## src/hw/pfo_defines.svh

```systemverilog
// Constants for the probe and fill ordering link
`ifndef PFO_DEFINES_SVH
`define PFO_DEFINES_SVH
`define PFO_ADDR_W 34
`define PFO_IDX_LO 6
`define PFO_IDX_HI 19
`define PFO_PROBE_CYCLES 3'h4
`define PFO_VAQ_DEPTH 4
`define PFO_PRQ_DEPTH 4
`define PFO_UPD_CYCLES 2'h2
`endif

```

## src/hw/pfo_pkg.sv

```systemverilog
// Types shared by both ends of the probe and fill ordering link
package pfo_pkg;
  typedef enum logic [2:0] {
    DC_NONE = 3'h0,
    DC_FILL = 3'h1,
    DC_GRANT_OK = 3'h2,
    DC_RELEASE = 3'h3
  } dc_cmd_t;
  typedef enum logic [1:0] {
    PS_INVAL = 2'h0,
    PS_SHARED = 2'h1,
    PS_KEEP = 2'h2
  } probe_next_t;
endpackage : pfo_pkg

```

## src/hw/pfo_if.sv

```systemverilog
// Link between the processor end and the system controller end
`timescale 1ns/1ps
`default_nettype none
`include "pfo_defines.svh"
interface pfo_if;
  logic probe_valid;
  logic [1:0] probe_beat;
  logic [`PFO_ADDR_W-1:0] probe_addr;
  pfo_pkg::probe_next_t probe_next;
  logic probe_stall;
  pfo_pkg::dc_cmd_t system_data_command;
  logic [`PFO_ADDR_W-1:0] dc_addr;
  logic dc_beat_valid;
  logic [63:0] dc_data;
  logic snoop_reply_valid;
  logic snoop_reply_vaq_hit;
  logic snoop_reply_miss_hit;
  logic [`PFO_ADDR_W-1:0] snoop_reply_addr;
  logic miss_req_valid;
  logic [`PFO_ADDR_W-1:0] miss_req_addr;
  logic victim_valid;
  logic [`PFO_ADDR_W-1:0] victim_addr;
  logic [1:0] victim_idx;
  modport cpu (
    input probe_valid, probe_beat, probe_addr, probe_next, system_data_command, dc_addr, dc_beat_valid, dc_data,
    output probe_stall, snoop_reply_valid, snoop_reply_vaq_hit, snoop_reply_miss_hit, snoop_reply_addr,
    output miss_req_valid, miss_req_addr, victim_valid, victim_addr, victim_idx
  );
  modport sys (
    output probe_valid, probe_beat, probe_addr, probe_next, system_data_command, dc_addr, dc_beat_valid, dc_data,
    input probe_stall, snoop_reply_valid, snoop_reply_vaq_hit, snoop_reply_miss_hit, snoop_reply_addr,
    input miss_req_valid, miss_req_addr, victim_valid, victim_addr, victim_idx
  );
endinterface : pfo_if
`default_nettype wire

```

## src/hw/cpu_order_end.sv

```systemverilog
// Processor end: applies probes and data commands to cache status in order
`timescale 1ns/1ps
`default_nettype none
`include "pfo_defines.svh"
// Functional notes
// - Apply probe state changes in presented order
// - System waits reply before fill after probe
// - System waits reply before release after probe
// - Second beat by probe last cycle
// - Grant-ok has virtual beats, same deadline
// - Same-class data commands apply in order
// - No miss request hitting valid victim entry
// - Release precedes probe first cycle
// - Replies return in probe order
// - One victim entry reserved for probes
// - Probe may stall on index match
module cpu_order_end #(
  parameter int VAQ_DEPTH = `PFO_VAQ_DEPTH,
  parameter int PRQ_DEPTH = `PFO_PRQ_DEPTH
) (
  input wire logic clk, // 250 MHz
  input wire logic rstn, // Async reset, low
  pfo_if.cpu lnk, // Link to system
  input wire logic miss_req, // Core asks for a block
  input wire logic [`PFO_ADDR_W-1:0] miss_addr, // Requested address
  input wire logic victim_req, // Core evicts a block
  input wire logic [`PFO_ADDR_W-1:0] victim_req_addr, // Evicted address
  output logic miss_ack, // Miss request accepted
  output logic victim_ack, // Victim accepted
  output logic fill_done, // Fill applied
  output logic [`PFO_ADDR_W-1:0] fill_addr, // Address of applied fill
  output logic release_done, // Victim entry freed
  output logic probe_done, // Probe applied
  output logic [`PFO_ADDR_W-1:0] probe_done_addr // Address of applied probe
);
  localparam int AW = `PFO_ADDR_W;
  localparam int VI = $clog2(VAQ_DEPTH);
  localparam int PI = $clog2(PRQ_DEPTH);

  typedef enum logic [2:0] {
    PH_IDLE = 3'b001,
    PH_UPD = 3'b010,
    PH_REPLY = 3'b100
  } ph_t;

  typedef struct packed {
    logic [VAQ_DEPTH-1:0] vv;
    logic [VAQ_DEPTH-1:0][AW-1:0] va;
    logic [PRQ_DEPTH-1:0][AW-1:0] pa;
    logic [PRQ_DEPTH-1:0] pvh;
    logic [PI-1:0] pwr;
    logic [PI-1:0] prd;
    logic [PI:0] pcnt;
    ph_t ph;
    logic [1:0] ucnt;
    logic [AW-1:0] cur;
    logic cur_vh;
    logic cur_mh;
    logic dc_pend;
    logic [AW-1:0] dc_a;
    logic [AW-1:0] miss_a;
    logic miss_v;
    logic rep_v;
    logic rep_vh;
    logic rep_mh;
    logic [AW-1:0] rep_a;
    logic mq_v;
    logic [AW-1:0] mq_a;
    logic vo_v;
    logic [AW-1:0] vo_a;
    logic [1:0] vo_i;
    logic m_ack;
    logic v_ack;
    logic f_done;
    logic [AW-1:0] f_addr;
    logic r_done;
    logic p_done;
    logic [AW-1:0] p_addr;
    logic stall;
  } st_t;

  st_t s_r, s_nxt;

  // ***************************************************
  // Victim match and free-slot search
  // ***************************************************
  logic [VAQ_DEPTH-1:0] miss_hit, dc_hit, probe_hit, idx_hit;
  genvar g;
  for (g = 0; g < VAQ_DEPTH; g++) begin : g_vaq
    assign miss_hit[g] = s_r.vv[g] && s_r.va[g] == miss_addr;
    assign dc_hit[g] = s_r.vv[g] && s_r.va[g] == lnk.dc_addr;
    assign probe_hit[g] = s_r.vv[g] && s_r.va[g] == s_r.cur;
    assign idx_hit[g] = s_r.vv[g] &&
      s_r.va[g][`PFO_IDX_HI:`PFO_IDX_LO] == s_r.pa[s_r.prd][`PFO_IDX_HI:`PFO_IDX_LO];
  end

  logic [VI:0] used;
  logic [VI-1:0] free_i;
  logic free_ok;
  always_comb begin
    used = '0;
    free_i = '0;
    free_ok = 1'b0;
    for (int i = VAQ_DEPTH - 1; i >= 0; i--) begin
      if (s_r.vv[i]) begin
        used = used + 1'b1;
      end else begin
        free_i = VI'(i);
        free_ok = 1'b1;
      end
    end
  end

  // ***************************************************
  // Next state
  // ***************************************************
  always_comb begin
    s_nxt = s_r;
    s_nxt.m_ack = 1'b0;
    s_nxt.v_ack = 1'b0;
    s_nxt.f_done = 1'b0;
    s_nxt.r_done = 1'b0;
    s_nxt.p_done = 1'b0;
    s_nxt.rep_v = 1'b0;
    s_nxt.mq_v = 1'b0;
    s_nxt.vo_v = 1'b0;

    // Probe capture on its last cycle; queue order is apply order
    if (lnk.probe_valid && lnk.probe_beat == 2'(`PFO_PROBE_CYCLES - 3'h1)) begin
      s_nxt.pa[s_r.pwr] = lnk.probe_addr;
      s_nxt.pwr = s_r.pwr + 1'b1;
      s_nxt.pcnt = s_nxt.pcnt + 1'b1;
    end

    // Grant-ok carries virtual beats so one beat flag covers both
    if (s_r.dc_pend && lnk.dc_beat_valid) begin
      s_nxt.dc_pend = 1'b0;
      s_nxt.f_done = 1'b1;
      s_nxt.f_addr = s_r.dc_a;
      if (s_r.miss_v && s_r.miss_a == s_r.dc_a) begin
        s_nxt.miss_v = 1'b0;
      end
    end
    // Data commands apply in arrival order; a new command beats a closing beat
    if (lnk.system_data_command == pfo_pkg::DC_FILL || lnk.system_data_command == pfo_pkg::DC_GRANT_OK) begin
      s_nxt.dc_pend = 1'b1;
      s_nxt.dc_a = lnk.dc_addr;
    end
    // Release frees its entry at once, before any later probe looks
    if (lnk.system_data_command == pfo_pkg::DC_RELEASE && |dc_hit) begin
      s_nxt.vv = s_r.vv & ~dc_hit;
      s_nxt.r_done = 1'b1;
    end

    // Probe pipeline: update status, then reply
    unique case (s_r.ph)
      PH_IDLE: begin
        s_nxt.stall = 1'b0;
        if (s_r.pcnt != '0) begin
          // One extra cycle per matching probe, then it proceeds
          if (|idx_hit && !s_r.pvh[s_r.prd]) begin
            s_nxt.stall = 1'b1;
            s_nxt.pvh[s_r.prd] = 1'b1;
          end else begin
            s_nxt.cur = s_r.pa[s_r.prd];
            s_nxt.ph = PH_UPD;
            s_nxt.ucnt = '0;
          end
        end
      end
      PH_UPD: begin
        s_nxt.ucnt = s_r.ucnt + 1'b1;
        s_nxt.cur_vh = |probe_hit;
        s_nxt.cur_mh = s_r.miss_v && s_r.miss_a == s_r.cur;
        if (s_r.ucnt == `PFO_UPD_CYCLES - 2'h1) begin
          s_nxt.p_done = 1'b1;
          s_nxt.p_addr = s_r.cur;
          s_nxt.ph = PH_REPLY;
        end
      end
      PH_REPLY: begin
        s_nxt.rep_v = 1'b1;
        s_nxt.rep_vh = s_r.cur_vh;
        s_nxt.rep_mh = s_r.cur_mh;
        s_nxt.rep_a = s_r.cur;
        s_nxt.pvh[s_r.prd] = 1'b0;
        s_nxt.prd = s_r.prd + 1'b1;
        s_nxt.pcnt = s_nxt.pcnt - 1'b1;
        s_nxt.ph = PH_IDLE;
      end
    endcase

    // Miss requests never target a held victim
    if (miss_req && !s_r.miss_v && !(|miss_hit)) begin
      s_nxt.miss_v = 1'b1;
      s_nxt.miss_a = miss_addr;
      s_nxt.mq_v = 1'b1;
      s_nxt.mq_a = miss_addr;
      s_nxt.m_ack = 1'b1;
    end
    // Last free entry kept back so probes never wait on a full queue
    if (victim_req && free_ok && used < (VI+1)'(VAQ_DEPTH - 1)) begin
      s_nxt.vv[free_i] = 1'b1;
      s_nxt.va[free_i] = victim_req_addr;
      s_nxt.vo_v = 1'b1;
      s_nxt.vo_a = victim_req_addr;
      s_nxt.vo_i = 2'(free_i);
      s_nxt.v_ack = 1'b1;
    end
  end

  always_ff @(posedge clk or negedge rstn) begin
    if (!rstn) begin
      s_r <= '0;
      s_r.ph <= PH_IDLE;
    end else begin
      s_r <= s_nxt;
    end
  end

  // ***************************************************
  // Outputs
  // ***************************************************
  assign lnk.probe_stall = s_r.stall;
  assign lnk.snoop_reply_valid = s_r.rep_v;
  assign lnk.snoop_reply_vaq_hit = s_r.rep_vh;
  assign lnk.snoop_reply_miss_hit = s_r.rep_mh;
  assign lnk.snoop_reply_addr = s_r.rep_a;
  assign lnk.miss_req_valid = s_r.mq_v;
  assign lnk.miss_req_addr = s_r.mq_a;
  assign lnk.victim_valid = s_r.vo_v;
  assign lnk.victim_addr = s_r.vo_a;
  assign lnk.victim_idx = s_r.vo_i;
  assign miss_ack = s_r.m_ack;
  assign victim_ack = s_r.v_ack;
  assign fill_done = s_r.f_done;
  assign fill_addr = s_r.f_addr;
  assign release_done = s_r.r_done;
  assign probe_done = s_r.p_done;
  assign probe_done_addr = s_r.p_addr;
endmodule : cpu_order_end
`default_nettype wire

```

## src/flat_wrapper.sv

```systemverilog
// flat-port wrapper written by rule: the top's interface ports become plain ports
module cpu_order_end_flat 
#(
  parameter int VAQ_DEPTH = `PFO_VAQ_DEPTH,
  parameter int PRQ_DEPTH = `PFO_PRQ_DEPTH
)
  (clk, rstn, miss_req, miss_addr, victim_req, victim_req_addr, miss_ack, victim_ack, fill_done, fill_addr, release_done, probe_done, probe_done_addr, lnk_probe_valid, lnk_probe_beat, lnk_probe_addr, lnk_probe_next, lnk_system_data_command, lnk_dc_addr, lnk_dc_beat_valid, lnk_dc_data, lnk_probe_stall, lnk_snoop_reply_valid, lnk_snoop_reply_vaq_hit, lnk_snoop_reply_miss_hit, lnk_snoop_reply_addr, lnk_miss_req_valid, lnk_miss_req_addr, lnk_victim_valid, lnk_victim_addr, lnk_victim_idx);
  pfo_if lnk_i ();
  input wire logic clk;
  input wire logic rstn;
  input wire logic miss_req;
  input wire logic [`PFO_ADDR_W-1:0] miss_addr;
  input wire logic victim_req;
  input wire logic [`PFO_ADDR_W-1:0] victim_req_addr;
  output logic miss_ack;
  output logic victim_ack;
  output logic fill_done;
  output logic [`PFO_ADDR_W-1:0] fill_addr;
  output logic release_done;
  output logic probe_done;
  output logic [`PFO_ADDR_W-1:0] probe_done_addr;
  input wire logic [$bits(lnk_i.probe_valid)-1:0] lnk_probe_valid;
  input wire logic [$bits(lnk_i.probe_beat)-1:0] lnk_probe_beat;
  input wire logic [$bits(lnk_i.probe_addr)-1:0] lnk_probe_addr;
  input wire logic [$bits(lnk_i.probe_next)-1:0] lnk_probe_next;
  input wire logic [$bits(lnk_i.system_data_command)-1:0] lnk_system_data_command;
  input wire logic [$bits(lnk_i.dc_addr)-1:0] lnk_dc_addr;
  input wire logic [$bits(lnk_i.dc_beat_valid)-1:0] lnk_dc_beat_valid;
  input wire logic [$bits(lnk_i.dc_data)-1:0] lnk_dc_data;
  output wire logic [$bits(lnk_i.probe_stall)-1:0] lnk_probe_stall;
  output wire logic [$bits(lnk_i.snoop_reply_valid)-1:0] lnk_snoop_reply_valid;
  output wire logic [$bits(lnk_i.snoop_reply_vaq_hit)-1:0] lnk_snoop_reply_vaq_hit;
  output wire logic [$bits(lnk_i.snoop_reply_miss_hit)-1:0] lnk_snoop_reply_miss_hit;
  output wire logic [$bits(lnk_i.snoop_reply_addr)-1:0] lnk_snoop_reply_addr;
  output wire logic [$bits(lnk_i.miss_req_valid)-1:0] lnk_miss_req_valid;
  output wire logic [$bits(lnk_i.miss_req_addr)-1:0] lnk_miss_req_addr;
  output wire logic [$bits(lnk_i.victim_valid)-1:0] lnk_victim_valid;
  output wire logic [$bits(lnk_i.victim_addr)-1:0] lnk_victim_addr;
  output wire logic [$bits(lnk_i.victim_idx)-1:0] lnk_victim_idx;
  assign lnk_i.probe_valid = lnk_probe_valid;
  assign lnk_i.probe_beat = lnk_probe_beat;
  assign lnk_i.probe_addr = lnk_probe_addr;
  assign lnk_i.probe_next = lnk_probe_next;
  assign lnk_i.system_data_command = lnk_system_data_command;
  assign lnk_i.dc_addr = lnk_dc_addr;
  assign lnk_i.dc_beat_valid = lnk_dc_beat_valid;
  assign lnk_i.dc_data = lnk_dc_data;
  assign lnk_probe_stall = lnk_i.probe_stall;
  assign lnk_snoop_reply_valid = lnk_i.snoop_reply_valid;
  assign lnk_snoop_reply_vaq_hit = lnk_i.snoop_reply_vaq_hit;
  assign lnk_snoop_reply_miss_hit = lnk_i.snoop_reply_miss_hit;
  assign lnk_snoop_reply_addr = lnk_i.snoop_reply_addr;
  assign lnk_miss_req_valid = lnk_i.miss_req_valid;
  assign lnk_miss_req_addr = lnk_i.miss_req_addr;
  assign lnk_victim_valid = lnk_i.victim_valid;
  assign lnk_victim_addr = lnk_i.victim_addr;
  assign lnk_victim_idx = lnk_i.victim_idx;
  cpu_order_end #(.VAQ_DEPTH(VAQ_DEPTH), .PRQ_DEPTH(PRQ_DEPTH)) u_core (.clk(clk), .rstn(rstn), .lnk(lnk_i), .miss_req(miss_req), .miss_addr(miss_addr), .victim_req(victim_req), .victim_req_addr(victim_req_addr), .miss_ack(miss_ack), .victim_ack(victim_ack), .fill_done(fill_done), .fill_addr(fill_addr), .release_done(release_done), .probe_done(probe_done), .probe_done_addr(probe_done_addr));
endmodule
```

## config.mk

```make
export PLATFORM = sky130hd
export DESIGN_NAME = cpu_order_end_flat
export DESIGN_NICKNAME = d
export VERILOG_FILES = /design/src/hw/pfo_pkg.sv /design/src/hw/pfo_if.sv /design/src/hw/cpu_order_end.sv /design/src/flat_wrapper.sv
export VERILOG_INCLUDE_DIRS = /design/src /design/src/hw
export SDC_FILE = /design/constraint.sdc
export NUM_CORES = 1
export LEC_CHECK = 0
export BUFFER_PORTS_ARGS = -buffer_cell sky130_fd_sc_hd__buf_2
export CAP_MARGIN = 20
export CORE_MARGIN = 2
export CORE_UTILIZATION = 54
export CTS_BUF_LIST = sky130_fd_sc_hd__clkbuf_8
export DETAILED_ROUTE_END_ITERATION = 10
export MAX_ROUTING_LAYER = met4
export PLACE_DENSITY = 0.86
export SYNTH_ARGS = -nofsm -noshare
export SYNTH_HDL_FRONTEND = slang
export SYNTH_SLANG_ARGS = --single-unit
```

## constraint.sdc

```tcl
create_clock -name clk -period 3 [get_ports clk]
set_input_delay 0.15 -clock clk [delete_from_list [all_inputs] [get_ports clk]]
set_output_delay 0.15 -clock clk [all_outputs]
set_load 0.03 [all_outputs]
```

==> impl_summary.log, run 1 <==
INFO  metric synth_edf_count = 0
INFO  metric rows = 85
INFO  metric final-instance-count-excl-fill = 3490
INFO  metric placed_cells = 3170
INFO  metric dieArea = 56710 um2
INFO  metric top_layer = met4
INFO  metric dr.first_iter.drc_count = 1983
INFO  metric worst_setup_path_end_kind = flip-flop
INFO  metric synth_seq_area_share = 0.4607
INFO  metric peak_ir_drop_on_the_vdd_network = 0.0007761 V
INFO  metric netlist_area = 29600 um2
INFO  metric areaGrowthSynthToFinish = 18.26%
INFO  metric routabilityCongestion = 1.059
INFO  metric routedWlPerCell = 32.72 um
INFO  metric num_io_pins = 396
INFO  metric startpoint_type = flip-flop
INFO  metric numClockSinks = 545
INFO  metric start_util = 0.5479
INFO  metric synth.top_cells.by_area = sky130_fd_sc_hd__dfrtp_1 46%, sky130_fd_sc_hd__mux2_2 18%, sky130_fd_sc_hd__xnor2_1 12%, sky130_fd_sc_hd__buf_4 4.4%, sky130_fd_sc_hd__xor2_1 4.3%
INFO  metric source_to_sink_clock_delay_at_the_later_pin_of_the_worst_skew_pair = 0.72 ns
INFO  metric worstRegToRegCells = 11
INFO  metric relSlewSlack = 0.3822
INFO  metric final_min_period_over_clock_period = 1.015
INFO  metric layout_setup_ws = -0.04454 ns
INFO  metric yosysUniqueCellTypes = 54
INFO  metric detail_route.first_pass.iterations = 5
INFO  metric criticalPathCategory = reg -> reg
INFO  metric grt_start_max_net_pins = 82
INFO  metric netlist_top_cells_count = 544 x sky130_fd_sc_hd__dfrtp_1, 482 x sky130_fd_sc_hd__mux2_2, 399 x sky130_fd_sc_hd__xnor2_1
INFO  metric dp_hpwl = 83.54 mm
INFO  metric worst_clock_skew = 0.03849 ns
INFO  metric syn_inst = 2406
INFO  metric max-clock-path-buffers = 3
INFO  metric setup_tns = -0.4557 ns
INFO  metric final_max_slew_viol_count = 0
INFO  metric cts_max_level = 3
INFO  metric met2_length = 53.90 mm
INFO  metric worstHoldStart = miss_addr[18]
INFO  metric yosys_warnings = 0
INFO  metric syn_area_cell = 12.30 um2
INFO  metric worst_hold_path.endpoint = u_core.s_r[202]$_DFFE_PN0P_
INFO  metric synth_top_flop_cell = sky130_fd_sc_hd__dfrtp_1
INFO  metric ant_nets = 0
INFO  metric critical_path_peak_fanout = 17
INFO  metric min_path_type = in -> reg
INFO  metric power_per_cell_area = 1147 nW/um2
INFO  metric wl_met3 = 7.567 mm
INFO  metric dieHeight = 238.1 um
INFO  metric core_area = 54030 um2
INFO  metric p_leak = 15.55 nW
INFO  metric critical_path_required = 3.57 ns
INFO  metric grt_pass1_wl = 160.4 mm
INFO  metric clk_root_buffer_cell = sky130_fd_sc_hd__clkbuf_8
INFO  metric number_of_global_route_vias_before_repair = 22600
INFO  metric finalHoldViolations = 0
INFO  metric violations_in_the_final_reports = negative setup slack
INFO  metric ys_async_sr_fraction = 1.000
INFO  metric arrival = 3.62 ns
INFO  metric cts.reportedPaths.clkPinSlew = 0.07 ns
INFO  metric synthMostInstantiatedCell = sky130_fd_sc_hd__dfrtp_1
INFO  metric tritoncts_clock_tree = done
INFO  metric clock.fmax = 0.3285 GHz
INFO  metric wl_met1 = 43.83 mm
INFO  metric drive_above_1_share = 0.4289
INFO  metric die_width = 238.1 um
INFO  metric finalWirelength = 114.2 mm
INFO  metric capture_point_of_the_worst_reg_to_reg_path = u_core.s_r[284]$_DFFE_PN0P_
INFO  metric synth.ff_latch_count = 545
INFO  metric rsz_0062_raised_after_global_routing = yes
INFO  metric antenna_violations_before_repair = 2
INFO  metric grtUsageTotal = 0.4139
INFO  metric fin_nets = 2957
INFO  metric io_buffer_count = 329
INFO  metric vias = 21200
INFO  metric ff_to_ff_start = u_core.s_r[298]$_DFFE_PN0P_
INFO  metric status = finished with violations
INFO  metric finalSetupViolCount = 20
INFO  metric maxcap_violations = 0
INFO  metric grt_remaining_overflow = 0
INFO  metric residual_drc = 0
INFO  metric rrSetupSlack = -0.04 ns
INFO  metric numCtsBuffers = 90
INFO  metric min_delay_path_depth = 2
INFO  metric period_needed = 3.045 ns
INFO  metric synth_top_area_share = 0.4598
INFO  metric syn-num-nets = 2635
INFO  metric cell_taking_the_most_area_after_synthesis = sky130_fd_sc_hd__dfrtp_1
INFO  metric avgViaCountPerCell = 6.074
INFO  metric layout.core_utilization = 0.6480
INFO  metric tightestPinTransition = 0.9267 ns
through the flow:
stage / instance area, um2 / hold slack (ns) / power [mW] / setup slack, ns
final: 35010 / 0.05440 / 40.14 / -0.04454
after global routing: 35010 / 0.03106 / 41.49 / -0.1654
after CTS: 34800 / 0.002143 / 39.29 / 0.003614
after detailed placement: 31240 / 0.2375 / 31.55 / -0.04992
after global placement: 31240 / 0.2375 / 30.92 / -0.02849
after floorplan: 29630 / -0.1456 / 25.29 / 0.009491
worst max-delay path by stage:
stage	from	endpoint
finish	u_core.s_r[298]$_DFFE_PN0P_	u_core.s_r[284]$_DFFE_PN0P_
global route	u_core.s_r[298]$_DFFE_PN0P_	u_core.s_r[284]$_DFFE_PN0P_
CTS	u_core.s_r[298]$_DFFE_PN0P_	u_core.s_r[284]$_DFFE_PN0P_
detailed placement	u_core.s_r[297]$_DFFE_PN0P_	u_core.s_r[284]$_DFFE_PN0P_
global placement	u_core.s_r[297]$_DFFE_PN0P_	u_core.s_r[284]$_DFFE_PN0P_
floorplan	u_core.s_r[579]$_DFF_PN0_	u_core.s_r[556]$_DFFE_PN0P_
worst max-delay path, cell delays in order, from the launching register on:
cell                      delay (ns)
sky130_fd_sc_hd__dfrtp_2        0.49
sky130_fd_sc_hd__buf_12         0.17
sky130_fd_sc_hd__mux2i_1        0.36
sky130_fd_sc_hd__buf_4          0.20
sky130_fd_sc_hd__xor2_1         0.17
sky130_fd_sc_hd__nand4_1        0.14
sky130_fd_sc_hd__o22ai_1        0.21
sky130_fd_sc_hd__nand4_1        0.18
sky130_fd_sc_hd__a41oi_4        0.35
sky130_fd_sc_hd__nor2b_4        0.13
sky130_fd_sc_hd__buf_12         0.18
sky130_fd_sc_hd__mux2_4         0.30
power breakdown:
part           switching [mW]  internal, mW  total (mW)
Sequential               4.22          10.1        14.4
Clock                    3.15          4.19        7.34
Combinational            9.82          8.61        18.4
timing repair:
item	CTS	global route
resized for setup	12	18
hold buffers	141	0
endpoints found under the hold margin	517	0
pin swaps	6	8
setup endpoints to repair	85	137
gates cloned	1	3
setup buffers	11	6
cell usage in the layout, fill, tap and decap left out, drive strengths merged, types with 2 or more instances in the layout:
master | Yosys | final
a211oi | 3 | 3
a21oi | 12 | 12
a22oi | 2 | 2
a31oi | 5 | 5
and3 | 3 | 3
buf | 208 | 483
bufinv | 0 | 9
clkbuf | 189 | 117
clkinv | 2 | 9
clkinvlp | 0 | 2
dfrtp | 544 | 544
diode | 0 | 3
dlygate4sd3 | 0 | 141
ha | 16 | 16
inv | 19 | 42
mux2 | 511 | 511
mux2i | 28 | 28
mux4 | 30 | 30
nand2 | 33 | 33
nand2b | 2 | 2
nand3 | 11 | 11
nand4 | 113 | 113
nor2 | 14 | 14
nor2b | 3 | 3
nor3 | 11 | 11
nor4 | 53 | 53
o2111ai | 3 | 3
o21ai | 22 | 22
o221ai | 2 | 2
o22ai | 6 | 6
or3 | 2 | 2
xnor2 | 399 | 399
xor2 | 146 | 146
registers in the layout (all words and copies together) (netlist names), named ones only:
register,flops
u_core.fill_done,1
u_core.lnk.snoop_reply_vaq_hit,1
u_core.probe_done,1
u_core.fill_addr,34
u_core.lnk.victim_idx,2
u_core.lnk.snoop_reply_addr,34
u_core.lnk.victim_addr,34
u_core.lnk.snoop_reply_valid,1
u_core.probe_done_addr,34
u_core.release_done,1
u_core.lnk.probe_stall,1
u_core.miss_ack,1
u_core.victim_ack,1
u_core.lnk.snoop_reply_miss_hit,1
u_core.s_r,394
metal layers:
metal  up-vias  GRT usage
met5         -          -
li1       8740          -
met4         0     0.2735
met2      1172     0.6527
met1     10930     0.4983
met3       353    0.06074
kinds of logic (layout without fill, tap and decap cells):
kind of cell               count (synthesis)  count (layout)  share of synthesized area
adders and majority gates                 16              16                   0.006762
and+or+nand+nor                          248             248                    0.04835
DFF                                      545             545                     0.4607
other                                      0               3                          0
xor gates and xnor gates                 545             545                     0.1612
AOI/OAI and AO/OA                         65              65                    0.01403
muxes                                    569             569                     0.2306
buffers and inverters                    418             803                    0.07828
area by class of cell:
type,instances,area (um2)
Fill cell,3773,19020
Tap cell,696,870.8
Timing Repair Buffer,627,4607
Multi-Input combinational cell,1443,13800
Clock inverter,41,430.4
Clock buffer,114,1569
Sequential cell,545,13640
Antenna cell,3,7.507
Inverter,21,78.83
Power figures use the tool's default switching activity.
==> run 2: changes to the inputs <==
- CORE_ASPECT_RATIO: not set -> 1.1
==> impl_summary.log, run 2 (synthesis gave the netlist of run 1 again) <==
INFO  metric cts_max_level = 3 (unchanged)
INFO  metric routabilityCongestion = 1.037 (-2.1%)
INFO  metric rrSetupSlack = -0.02 ns (+0.02 ns)
INFO  metric finalSetupViolCount = 11 (-45%)
INFO  metric areaGrowthSynthToFinish = 19.23%
INFO  metric final-instance-count-excl-fill = 3567 (+2.2%)
INFO  metric grt_remaining_overflow = 0 (unchanged)
INFO  metric numCtsBuffers = 89 (-1.1%)
INFO  metric rows = 90 (+5.9%)
INFO  metric capture_point_of_the_worst_reg_to_reg_path = u_core.s_r[522]$_DFFE_PN0P_
INFO  metric period_needed = 3.023 ns (-0.02162 ns)
INFO  metric clock.fmax = 0.3308 GHz (+0.72%)
INFO  metric clk_root_buffer_cell = sky130_fd_sc_hd__clkbuf_8
INFO  metric worstRegToRegCells = 12 (+1)
INFO  metric grt_start_max_net_pins = 84 (+2.4%)
INFO  metric worst_clock_skew = 0.03578 ns (-0.002704 ns)
INFO  metric grtUsageTotal = 0.4349 (+0.02104)
INFO  metric relSlewSlack = 0.2710 (-0.1112)
INFO  metric critical_path_required = 3.58 ns (about the same)
INFO  metric die_width = 227.2 um (-4.6%)
INFO  metric start_util = 0.5432 (-0.004780)
INFO  metric min_path_type = in -> async
INFO  metric setup_tns = -0.08728 ns (+0.3684 ns)
INFO  metric ant_nets = 0 (unchanged)
INFO  metric tightestPinTransition = 1.086 ns (+0.1590 ns)
INFO  metric max-clock-path-buffers = 3 (unchanged)
INFO  metric fin_hold_ws = 0.04827 ns (-0.006131 ns)
INFO  metric residual_drc = 0 (unchanged)
INFO  metric finalWirelength = 120.4 mm (+5.4%)
INFO  metric num_io_pins = 396 (unchanged)
INFO  metric finalHoldViolations = 0 (unchanged)
INFO  metric fin_nets = 2985 (+0.95%)
INFO  metric final_max_slew_viol_count = 0 (unchanged)
INFO  metric rsz_0062_raised_after_global_routing = yes
INFO  metric dp_hpwl = 86.89 mm (+4.0%)
INFO  metric arrival = 3.61 ns (about the same)
INFO  metric dieArea = 56710 um2 (about the same)
INFO  metric p_leak = 15.72 nW (+1.1%)
INFO  metric tritoncts_clock_tree = done
INFO  metric layout.cells.most_common_list = 542 x sky130_fd_sc_hd__dfrtp_1, 467 x sky130_fd_sc_hd__mux2_2, 396 x sky130_fd_sc_hd__xnor2_1
INFO  metric number_of_global_route_vias_before_repair = 22600 (-0.0089%)
INFO  metric peak_ir_drop_on_the_vdd_network = 0.0007577 V (-2.4%)
INFO  metric source_to_sink_clock_delay_at_the_later_pin_of_the_worst_skew_pair = 0.72 ns (about the same)
INFO  metric ff_to_ff_start = u_core.s_r[580]$_DFF_PN0_
INFO  metric reg_with_most_ffs = u_core.s_r
INFO  metric largest_register_ff_count = 394 (unchanged)
INFO  metric numClockSinks = 545 (unchanged)
INFO  metric avgViaCountPerCell = 6.013 (-1.0%)
INFO  metric layout_setup_ws = -0.02292 ns (+0.02162 ns)
INFO  metric dr.first_iter.drc_count = 1954 (-1.5%)
INFO  metric worst_setup_path_end_kind = flip-flop
INFO  metric io_buffer_count = 329 (unchanged)
INFO  metric drive_above_1_share = 0.4365 (+0.007627)
INFO  metric grt_pass1_wl = 165.9 mm (+3.4%)
INFO  metric antenna_violations_before_repair = 4 (+2)
INFO  metric core_area = 54500 um2 (+0.88%)
INFO  metric vias = 21450 (+1.2%)
INFO  metric maxcap_violations = 0 (unchanged)
INFO  metric layout.cells.most_common = sky130_fd_sc_hd__dfrtp_1
INFO  metric startpoint_type = flip-flop
INFO  metric violations_in_the_final_reports = negative setup slack
INFO  metric final_min_period_over_clock_period = 1.008 (-0.007207)
INFO  metric totalPowerFinal = 40.44 mW (+0.75%)
INFO  metric detail_route.first_pass.iterations = 6 (+1)
INFO  metric critical_path_peak_fanout = 9 (-8)
INFO  metric layout.core_utilization = 0.6476 (about the same)
INFO  metric criticalPathCategory = reg -> reg
INFO  metric dieHeight = 249.6 um (+4.8%)
INFO  metric num-fill-cells = 3993 (+5.8%)
INFO  metric power_per_cell_area = 1146 nW/um2 (about the same)
INFO  metric routedWlPerCell = 33.75 um (+3.2%)
INFO  metric cts.reportedPaths.clkPinSlew = 0.06 ns (about the same)
INFO  metric placed_cells = 3247 (+2.4%)
INFO  metric status = finished with violations
run 2: changes by cell type in the layout (fill, tap and decap cells not counted), sizes merged:
cell         before  now
diode             3    4
dlygate4sd3     141  139
inv              42   45
clkinvlp          2    4
buf             483  512
bufinv            9    7
clkinv            9   15
run 2: cell type report:
type | instances | area [um2] | area share
antenna | 4 | 10.01 | 0.0002836
clock buffer | 112 | 1541 | 0.04367
clock inverter | 50 | 447.9 | 0.01269
inverter | 21 | 78.83 | 0.002233
multi-input combinational | 1443 | 13850 | 0.3924
sequential | 545 | 13640 | 0.3865
tap | 736 | 920.9 | 0.02609
timing repair buffer | 656 | 4806 | 0.1362
run 2: per-layer routing:
layer  vias up  routed length, um  track usage
met3       402               8639      0.07393
li1       8819                  -            -
met5         -                  0            -
met2      1192              56430       0.6757
met1     11030              45100       0.5158
met4         0              10230       0.2995
run 2: worst max path at each step:
stage                                     start                          end  depth (start not counted)
floorplan             u_core.s_r[579]$_DFF_PN0_  u_core.s_r[556]$_DFFE_PN0P_                         12
global placement    u_core.s_r[297]$_DFFE_PN0P_  u_core.s_r[287]$_DFFE_PN0P_                         10
detailed placement  u_core.s_r[297]$_DFFE_PN0P_  u_core.s_r[283]$_DFFE_PN0P_                         10
CTS                 u_core.s_r[298]$_DFFE_PN0P_  u_core.s_r[283]$_DFFE_PN0P_                         10
global route        u_core.s_r[298]$_DFFE_PN0P_  u_core.s_r[257]$_DFFE_PN0P_                         10
finish                u_core.s_r[580]$_DFF_PN0_  u_core.s_r[522]$_DFFE_PN0P_                         12
run 2: power breakdown:
group,internal (mW),leakage (nW),switching [mW]
Sequential,10.1,6.82,4.39
Combinational,8.66,7.80,9.97
Clock,4.01,1.10,3.27
run 2: critical path: stages (launching register included):
cell and delay, ns:
sky130_fd_sc_hd__dfrtp_1 0.42, sky130_fd_sc_hd__inv_2 0.10, sky130_fd_sc_hd__ha_4 0.21, sky130_fd_sc_hd__xor2_1 0.15
sky130_fd_sc_hd__ha_1 0.32, sky130_fd_sc_hd__o22ai_2 0.10, sky130_fd_sc_hd__a221o_1 0.22, sky130_fd_sc_hd__nand3_2 0.11
sky130_fd_sc_hd__or3_4 0.45, sky130_fd_sc_hd__nor2_4 0.14, sky130_fd_sc_hd__buf_12 0.17, sky130_fd_sc_hd__buf_8 0.17
sky130_fd_sc_hd__mux2_2 0.34
run 2: per-stage QoR:
step	setup slack (ns)	instance area [um2]
after detailed placement	-0.01736	31510
final	-0.02292	35300
after CTS	0.01995	34910
after floorplan	0.009491	29630
after global routing	-0.05696	35290
after global placement	-0.01920	31510
run 2: what timing repair did:
item	4_1_cts	5_1_grt
cloned	0	9
hold buffers	139	0
endpoints found under the setup margin	36	97
buffers inserted	2	4
hold endpoints to repair	457	0
resized for setup	2	38
pin swaps	0	8
